<file path="src/logic/gcod_pkg.sv">
package gcod_pkg;
  // ************************************************
  // Register map
  // ************************************************
  localparam logic [7:0] GCOD_SETUP_ADDR = 8'h8F;
  localparam logic [7:0] GCOD_SETUP_RESET = 8'h00;
  localparam int GCOD_CLR_BIT = 7;
  localparam int GCOD_INV_BIT = 6;
  localparam int GCOD_SYM_BIT = 5;
  localparam int GCOD_DIV_MSB = 4;
  localparam int GCOD_DIV_W = 5;
  localparam int GCOD_PINS = 2;
  localparam logic [4:0] GCOD_DIV_RESET = 5'h00;
  localparam logic [4:0] GCOD_CNT_RESET = 5'h00;
  localparam logic [4:0] GCOD_DIV_MIN = 5'h02;
  localparam logic [4:0] GCOD_CNT_LAST = 5'h01;

  typedef struct packed {
    logic wr_en;
    logic rd_en;
    logic [7:0] addr;
    logic [7:0] wdata;
  } gcod_sfr_req_t;

  typedef struct packed {
    logic inv;
    logic sym;
    logic [4:0] div;
  } gcod_cfg_t;

  typedef enum logic [1:0] {GCOD_IDLE, GCOD_RUN} gcod_state_t;
endpackage

</file>
<file path="src/logic/gcod_sfr.sv">
`timescale 1ns/1ps
module gcod_sfr (
  input wire logic core_clk,
  input wire logic rst_n,
  input wire gcod_pkg::gcod_sfr_req_t req,
  input wire logic idle,
  output logic [7:0] rdata,
  output gcod_pkg::gcod_cfg_t cfg,
  output logic clr_pulse
);
  import gcod_pkg::*;
  // ************************************************
  // Setup register
  // ************************************************
  logic hit;
  logic [6:0] reg_q;
  logic [6:0] reg_d;
  logic clr_q;
  logic clr_d;
  logic [7:0] rdata_q;
  logic [7:0] rdata_d;

  assign hit = req.addr == GCOD_SETUP_ADDR;

  always_comb begin
    reg_d = reg_q;
    clr_d = 1'b0;
    rdata_d = rdata_q;
    if (req.wr_en && hit) begin
      reg_d = req.wdata[6:0];
      clr_d = req.wdata[GCOD_CLR_BIT];
    end
    if (req.rd_en) begin
      rdata_d = hit ? {idle, reg_q} : 8'h00;
    end
  end

  always_ff @(posedge core_clk or negedge rst_n) begin
    if (!rst_n) begin
      reg_q <= GCOD_SETUP_RESET[6:0];
      clr_q <= 1'b0;
      rdata_q <= GCOD_SETUP_RESET;
    end else begin
      reg_q <= reg_d;
      clr_q <= clr_d;
      rdata_q <= rdata_d;
    end
  end

  // Clear lines up with the registered field update
  assign clr_pulse = clr_q;
  assign rdata = rdata_q;
  assign cfg.inv = reg_q[GCOD_INV_BIT];
  assign cfg.sym = reg_q[GCOD_SYM_BIT];
  assign cfg.div = reg_q[GCOD_DIV_MSB:0];
endmodule

</file>
<file path="src/logic/gcod_pins.sv">
`timescale 1ns/1ps
module gcod_pins (
  input wire logic clk_out,
  input wire logic [gcod_pkg::GCOD_PINS-1:0] pin_sel,
  input wire logic [gcod_pkg::GCOD_PINS-1:0] port_out,
  input wire logic [gcod_pkg::GCOD_PINS-1:0] port_oe,
  output logic [gcod_pkg::GCOD_PINS-1:0] pad_out,
  output logic [gcod_pkg::GCOD_PINS-1:0] pad_oe
);
  import gcod_pkg::*;
  // ************************************************
  // Pin muxing, clock wins over port
  // ************************************************
  genvar i;
  generate
    for (i = 0; i < GCOD_PINS; i++) begin : g_pin
      assign pad_out[i] = pin_sel[i] ? clk_out : port_out[i];
      assign pad_oe[i] = pin_sel[i] | port_oe[i];
    end
  endgenerate
endmodule

</file>
<file path="src/logic/gcod_top.sv">
`timescale 1ns/1ps
module gcod_top (
  input wire logic core_clk,
  input wire logic rst_n,
  input wire gcod_pkg::gcod_sfr_req_t sfr_req,
  output logic [7:0] sfr_rdata,
  input wire logic clk_enable,
  input wire logic [gcod_pkg::GCOD_PINS-1:0] pin_select,
  input wire logic [gcod_pkg::GCOD_PINS-1:0] port_out,
  input wire logic [gcod_pkg::GCOD_PINS-1:0] port_oe,
  output logic [gcod_pkg::GCOD_PINS-1:0] pad_out,
  output logic [gcod_pkg::GCOD_PINS-1:0] pad_oe
);
  import gcod_pkg::*;
  // ************************************************
  // Register slave
  // ************************************************
  gcod_cfg_t cfg;
  logic divider_clear;
  logic idle;

  gcod_sfr u_sfr (
    .core_clk(core_clk),
    .rst_n(rst_n),
    .req(sfr_req),
    .idle(idle),
    .rdata(sfr_rdata),
    .cfg(cfg),
    .clr_pulse(divider_clear)
  );

  // ************************************************
  // Divider
  // ************************************************
  gcod_state_t state_q;
  gcod_state_t state_d;
  logic [4:0] div_q;
  logic [4:0] div_d;
  logic [4:0] cnt_q;
  logic [4:0] cnt_d;
  logic pos_q;
  logic pos_d;
  logic neg_q;
  logic neg_d;
  logic pass_q;
  logic pass_d;
  logic pass_gate_q;
  logic pass_gate_d;
  logic [4:0] half;
  logic [4:0] new_half;
  logic raw_clk;
  logic gen_clk;
  logic start_ok;

  // Enable is a signal from the port setup register, same clock
  assign start_ok = clk_enable;
  // Low phase length: floor(div/2), the high phase gets the extra cycle
  assign half = {1'b0, div_q[4:1]};
  assign new_half = {1'b0, cfg.div[4:1]};

  always_comb begin
    state_d = state_q;
    div_d = div_q;
    cnt_d = cnt_q;
    pos_d = pos_q;
    pass_d = 1'b0;
    if (divider_clear) begin
      state_d = GCOD_IDLE;
      cnt_d = GCOD_CNT_RESET;
      pos_d = 1'b0;
      div_d = cfg.div;
    end else begin
      case (state_q)
        GCOD_IDLE: begin
          div_d = cfg.div;
          pos_d = 1'b0;
          if (start_ok) begin
            if (cfg.div >= GCOD_DIV_MIN) begin
              state_d = GCOD_RUN;
              cnt_d = new_half;
            end else begin
              pass_d = 1'b1;
            end
          end
        end
        GCOD_RUN: begin
          if (cnt_q > GCOD_CNT_LAST) begin
            cnt_d = cnt_q - GCOD_CNT_LAST;
          end else if (!pos_q) begin
            pos_d = 1'b1;
            cnt_d = div_q - half;
          end else begin
            // End of period: pick up the new factor or stop
            pos_d = 1'b0;
            div_d = cfg.div;
            if (start_ok && cfg.div >= GCOD_DIV_MIN) begin
              cnt_d = new_half;
            end else begin
              state_d = GCOD_IDLE;
              cnt_d = GCOD_CNT_RESET;
            end
          end
        end
        default: begin
          state_d = GCOD_IDLE;
          cnt_d = GCOD_CNT_RESET;
          pos_d = 1'b0;
        end
      endcase
    end
  end

  always_ff @(posedge core_clk or negedge rst_n) begin
    if (!rst_n) begin
      state_q <= GCOD_IDLE;
      div_q <= GCOD_DIV_RESET;
      cnt_q <= GCOD_CNT_RESET;
      pos_q <= 1'b0;
      pass_q <= 1'b0;
    end else begin
      state_q <= state_d;
      div_q <= div_d;
      cnt_q <= cnt_d;
      pos_q <= pos_d;
      pass_q <= pass_d;
    end
  end

  // Falling-edge copy trims half a cycle off the high phase
  always_comb begin
    neg_d = pos_q & ~divider_clear;
    pass_gate_d = pass_q & ~divider_clear;
  end

  // Gate opens and closes only while the oscillator is low
  always_ff @(negedge core_clk or negedge rst_n) begin
    if (!rst_n) begin
      neg_q <= 1'b0;
      pass_gate_q <= 1'b0;
    end else begin
      neg_q <= neg_d;
      pass_gate_q <= pass_gate_d;
    end
  end

  assign idle = state_q == GCOD_IDLE;

  // ************************************************
  // Output chain
  // ************************************************
  // Balanced mode ANDs two flops for odd factors; jitter traded for 1:1 duty
  always_comb begin
    if (pass_gate_q) begin
      raw_clk = core_clk;
    end else if (cfg.sym && div_q[0]) begin
      raw_clk = pos_q & neg_q;
    end else begin
      raw_clk = pos_q;
    end
  end

  // Inversion is unsynchronised and may glitch
  assign gen_clk = raw_clk ^ cfg.inv;

  gcod_pins u_pins (
    .clk_out(gen_clk),
    .pin_sel(pin_select),
    .port_out(port_out),
    .port_oe(port_oe),
    .pad_out(pad_out),
    .pad_oe(pad_oe)
  );
endmodule

</file>
<file path="config.mk">
export PLATFORM = sky130hd
export DESIGN_NAME = gcod_top
export DESIGN_NICKNAME = d
export VERILOG_FILES = /design/src/logic/gcod_pkg.sv /design/src/logic/gcod_sfr.sv /design/src/logic/gcod_pins.sv /design/src/logic/gcod_top.sv
export SDC_FILE = /design/constraint.sdc
export NUM_CORES = 1
export LEC_CHECK = 0
export BUFFER_PORTS_ARGS = -buffer_cell sky130_fd_sc_hd__buf_2
export CORE_MARGIN = 2
export CORE_UTILIZATION = 55
export CTS_CLUSTER_DIAMETER = 100
export CTS_CLUSTER_SIZE = 25
export DETAILED_ROUTE_END_ITERATION = 7
export PLACE_DENSITY_LB_ADDON = 0.12
export SYNTH_ARGS = -nofsm -noshare
export SYNTH_HDL_FRONTEND = slang
export SYNTH_HIERARCHICAL = 1
export SYNTH_SLANG_ARGS = --single-unit
export TNS_END_PERCENT = 5
</file>
<file path="constraint.sdc">
create_clock -name core_clk -period 2.9 [get_ports core_clk]
set_input_delay 0.58 -clock core_clk [delete_from_list [all_inputs] [get_ports core_clk]]
set_output_delay 0.58 -clock core_clk [all_outputs]
set_load 0.01 [all_outputs]
</file>
==> impl_metrics.env <==
export IMPL_rr_endpoint="neg_q"
export IMPL_synth_top_area_cell="dfrtp_1"
export IMPL_synthCells=163
export IMPL_stdcell_area_um2=2080
export IMPL_io_buffers=38
export IMPL_synth_top_area_share_pct=42.6
export IMPL_max_slew_worst_pin_slew_ns=0.487
export IMPL_place_hpwl_um=2580
export IMPL_synth_ff_type="dfrtp_1"
export IMPL_slew_headroom_pct=67.6
export IMPL_r2r_setup_slack_ns=0.59
export IMPL_p_switching_uw=559
export IMPL_switching_share_pct=32.3
export IMPL_clkPwrFrac_pct=34.7
export IMPL_r2r_cells=1
export IMPL_viasPerCell=5.55
export IMPL_crit_chain="o21ai_1 > o21ai_1 > xor2_1 > clkbuf_4 > mux2_4 > buf_6"
export IMPL_synth_seq_cells=31
export IMPL_vias=1354
export IMPL_routed_wl_um=3550
export IMPL_arrival_ns=3.14
export IMPL_netlist_area_um2=1700
export IMPL_ys_async_sr_fraction_pct=100
export IMPL_min_path_type="primary input to async pin"
export IMPL_p_leak_nw=1.04
export IMPL_antenna_cells=0
export IMPL_cp_end_kind="output port"
export IMPL_insertion_delay_ns=0.43
export IMPL_crit_top_cell="o21ai_1"
export IMPL_path_class="flip-flop to output port"
export IMPL_syn_to_final_growth_pct=22.1
export IMPL_synth_common_cells="dfrtp_1, inv_1, nand2_1, o22ai_1, mux2_4"
export IMPL_startpoint_type="flip-flop"
export IMPL_die_area_um2=3560
export IMPL_fin_ws_ns=-0.817
export IMPL_wl_per_cell_um=14.6
export IMPL_core_um2=3000
export IMPL_cts_hold_buffers=0
export IMPL_dr_pass1_iters=4
export IMPL_drtIter0Drc=58
export IMPL_setup_violations=5
export IMPL_cts_tree="built"
export IMPL_combPwrFrac_pct=29.8
export IMPL_yosysMostFrequentCell="dfrtp_1"
export IMPL_drtAntennaViolNets=0
export IMPL_antenna_found_initial=0
export IMPL_critPathMaxStageDelay_ns=0.39
export IMPL_powerDensity_nw_per_um2=833
export IMPL_postSynthAreaPerCell_um2=10.4
export IMPL_nets=244
export IMPL_final_max_slew_viol_count=0
export IMPL_grt_setup_unrepaired="true"
export IMPL_fin_skew_ns=0.0116
export IMPL_slowest_stage="dfrtn_1"
export IMPL_die_h_um=59.6
export IMPL_timing_rr_start="pos_q"
export IMPL_failed_checks="setup timing"
export IMPL_gp_congestion=0.837
export IMPL_grt_first_pass_wirelength_um=5850
export IMPL_status="finished, violations left"
export IMPL_ys_seq_area_share_pct=45.6
export IMPL_grt_max_degree=19
export IMPL_fillers=219
export IMPL_hold_viol=0
export IMPL_synth_fp_nets=197
export IMPL_die_x_um=59.6
export IMPL_required_ns=2.32
export IMPL_drv_cap=0
export IMPL_ys_types=47
export IMPL_p_int_mw=1.17
export IMPL_std_cell_rows=20
export IMPL_synth_edff_count=0
export IMPL_holdWs_ns=0.0209
export IMPL_yosysWarningCount=6
export IMPL_netlist_top_cells_area="dfrtp_1, mux2_4, inv_1"
export IMPL_vdd_drop_max_uv=532
export IMPL_seqPwrFrac_pct=35.5
export IMPL_layout_drive_gt1_share_pct=34.1
export IMPL_floorplan_initialDensity_pct=56.7
export IMPL_path_max_fanout=2
export IMPL_pre_cts_slack_ns=-0.200
export IMPL_cts_reportedPaths_clkPinSlew_ns=0.10
export IMPL_grt_usage_pct=23.8
export IMPL_placed_area_um2=1910
export IMPL_grt_remaining_overflow=0
export IMPL_drc_errors=0
export IMPL_io_pins=39
export IMPL_grt_pass1_vias=1337
==> stage by stage <==
stage	std cells	setup TNS (ns)	total power, mW	util, %
6_report	244	-1.62	1.73	69.3
5_1_grt	244	-1.87	1.86	69.3
4_1_cts	244	-1.77	1.75	69.3
3_5_place_dp	228	-0.400	1.16	63.5
3_3_place_gp	228	-0.367	1.15	63.5
2_1_floorplan	163	-0.118	1.03	-
==> metal layers <==
layer | track usage, % | share of wire (%)
met5 | 0 | 0
met4 | 18.4 | 1.5
met3 | 8.73 | 6.5
met2 | 33.7 | 48
met1 | 29.0 | 44
==> power by group through the flow <==
stage	clock, mW	combinational, mW	sequential (mW)
after floorplan	0.0270	0.420	0.582
after global placement	0.0331	0.500	0.615
after detailed placement	0.0330	0.510	0.619
after CTS	0.618	0.516	0.612
after global routing	0.645	0.583	0.628
final	0.602	0.516	0.614
==> how the worst max path moves through the flow <==
stage	start	end	slack (ns)	cells after the start
3_5_place_dp	neg_q	pad_out[0]	-0.20	5
2_1_floorplan	neg_q	pad_out[0]	-0.06	4
6_report	neg_q	pad_out[0]	-0.82	6
4_1_cts	neg_q	pad_out[0]	-0.89	6
5_1_grt	neg_q	pad_out[0]	-0.94	6
3_3_place_gp	neg_q	pad_out[0]	-0.18	5
==> what timing repair did <==
action                                  in CTS  in global routing
pin swaps                                    2                  2
endpoints found under the setup margin       5                  5
setup buffers                                0                  0
gates cloned                                 0                  0
gates resized for setup                      2                  0
==> layout by cell type, fill, tap and decap left out, types with 2 or more instances in the layout <==
master / count
o21ai_0: 5
nor2_1: 2
nor3_1: 2
nand2b_1: 2
o21ai_1: 2
a31oi_1: 2
inv_1: 22
xnor2_1: 2
ha_1: 6
or2_1: 2
a21oi_1: 5
mux2_2: 3
mux2i_1: 2
mux2_1: 2
buf_6: 2
buf_2: 36
xor2_1: 2
nand3_1: 6
nand2_1: 14
a21o_1: 2
o31ai_1: 2
dfrtn_1: 2
mux2_4: 9
o22ai_1: 9
nor2b_1: 2
bufinv_16: 2
dfrtp_1: 29
clkbuf_4: 13
==> layout make-up <==
type                            instances  area (um2)  area share (%)
Clock inverter                          2        60.1            2.89
Inverter                               22        82.6            3.97
Tap cell                               33        41.3            1.99
Sequential cell                        31         776            37.3
Multi-Input combinational cell        103         808            38.9
Timing Repair Buffer                   37         188            9.03
Clock buffer                           16         124            5.96
==> sequential cells by signal, summed over array words and instances (netlist names) <==
signal	flops
u_sfr/rdata	8
u_sfr/cfg	7
cnt_q	5
div_q	5
neg_q	1
pass_gate_q	1
pass_q	1
pos_q	1
state_q	1
u_sfr/clr_pulse	1
==> critical path: cells and delay by family (launching register included) <==
family,cells,cell delay [ns]
flops,1,0.39
buf+inv,2,0.26
mux,1,0.26
compound gates,2,0.23
xor+xnor,1,0.11
==> cell families after synthesis <==
group	synth area share [%]
xor+xnor	2.06
buf+inv	7.20
fa+ha+maj	5.58
mux	12.2
compound gates	15.4
flops	45.6
simple gates	12.1
No activity file was read; power rests on OpenSTA's default activity.
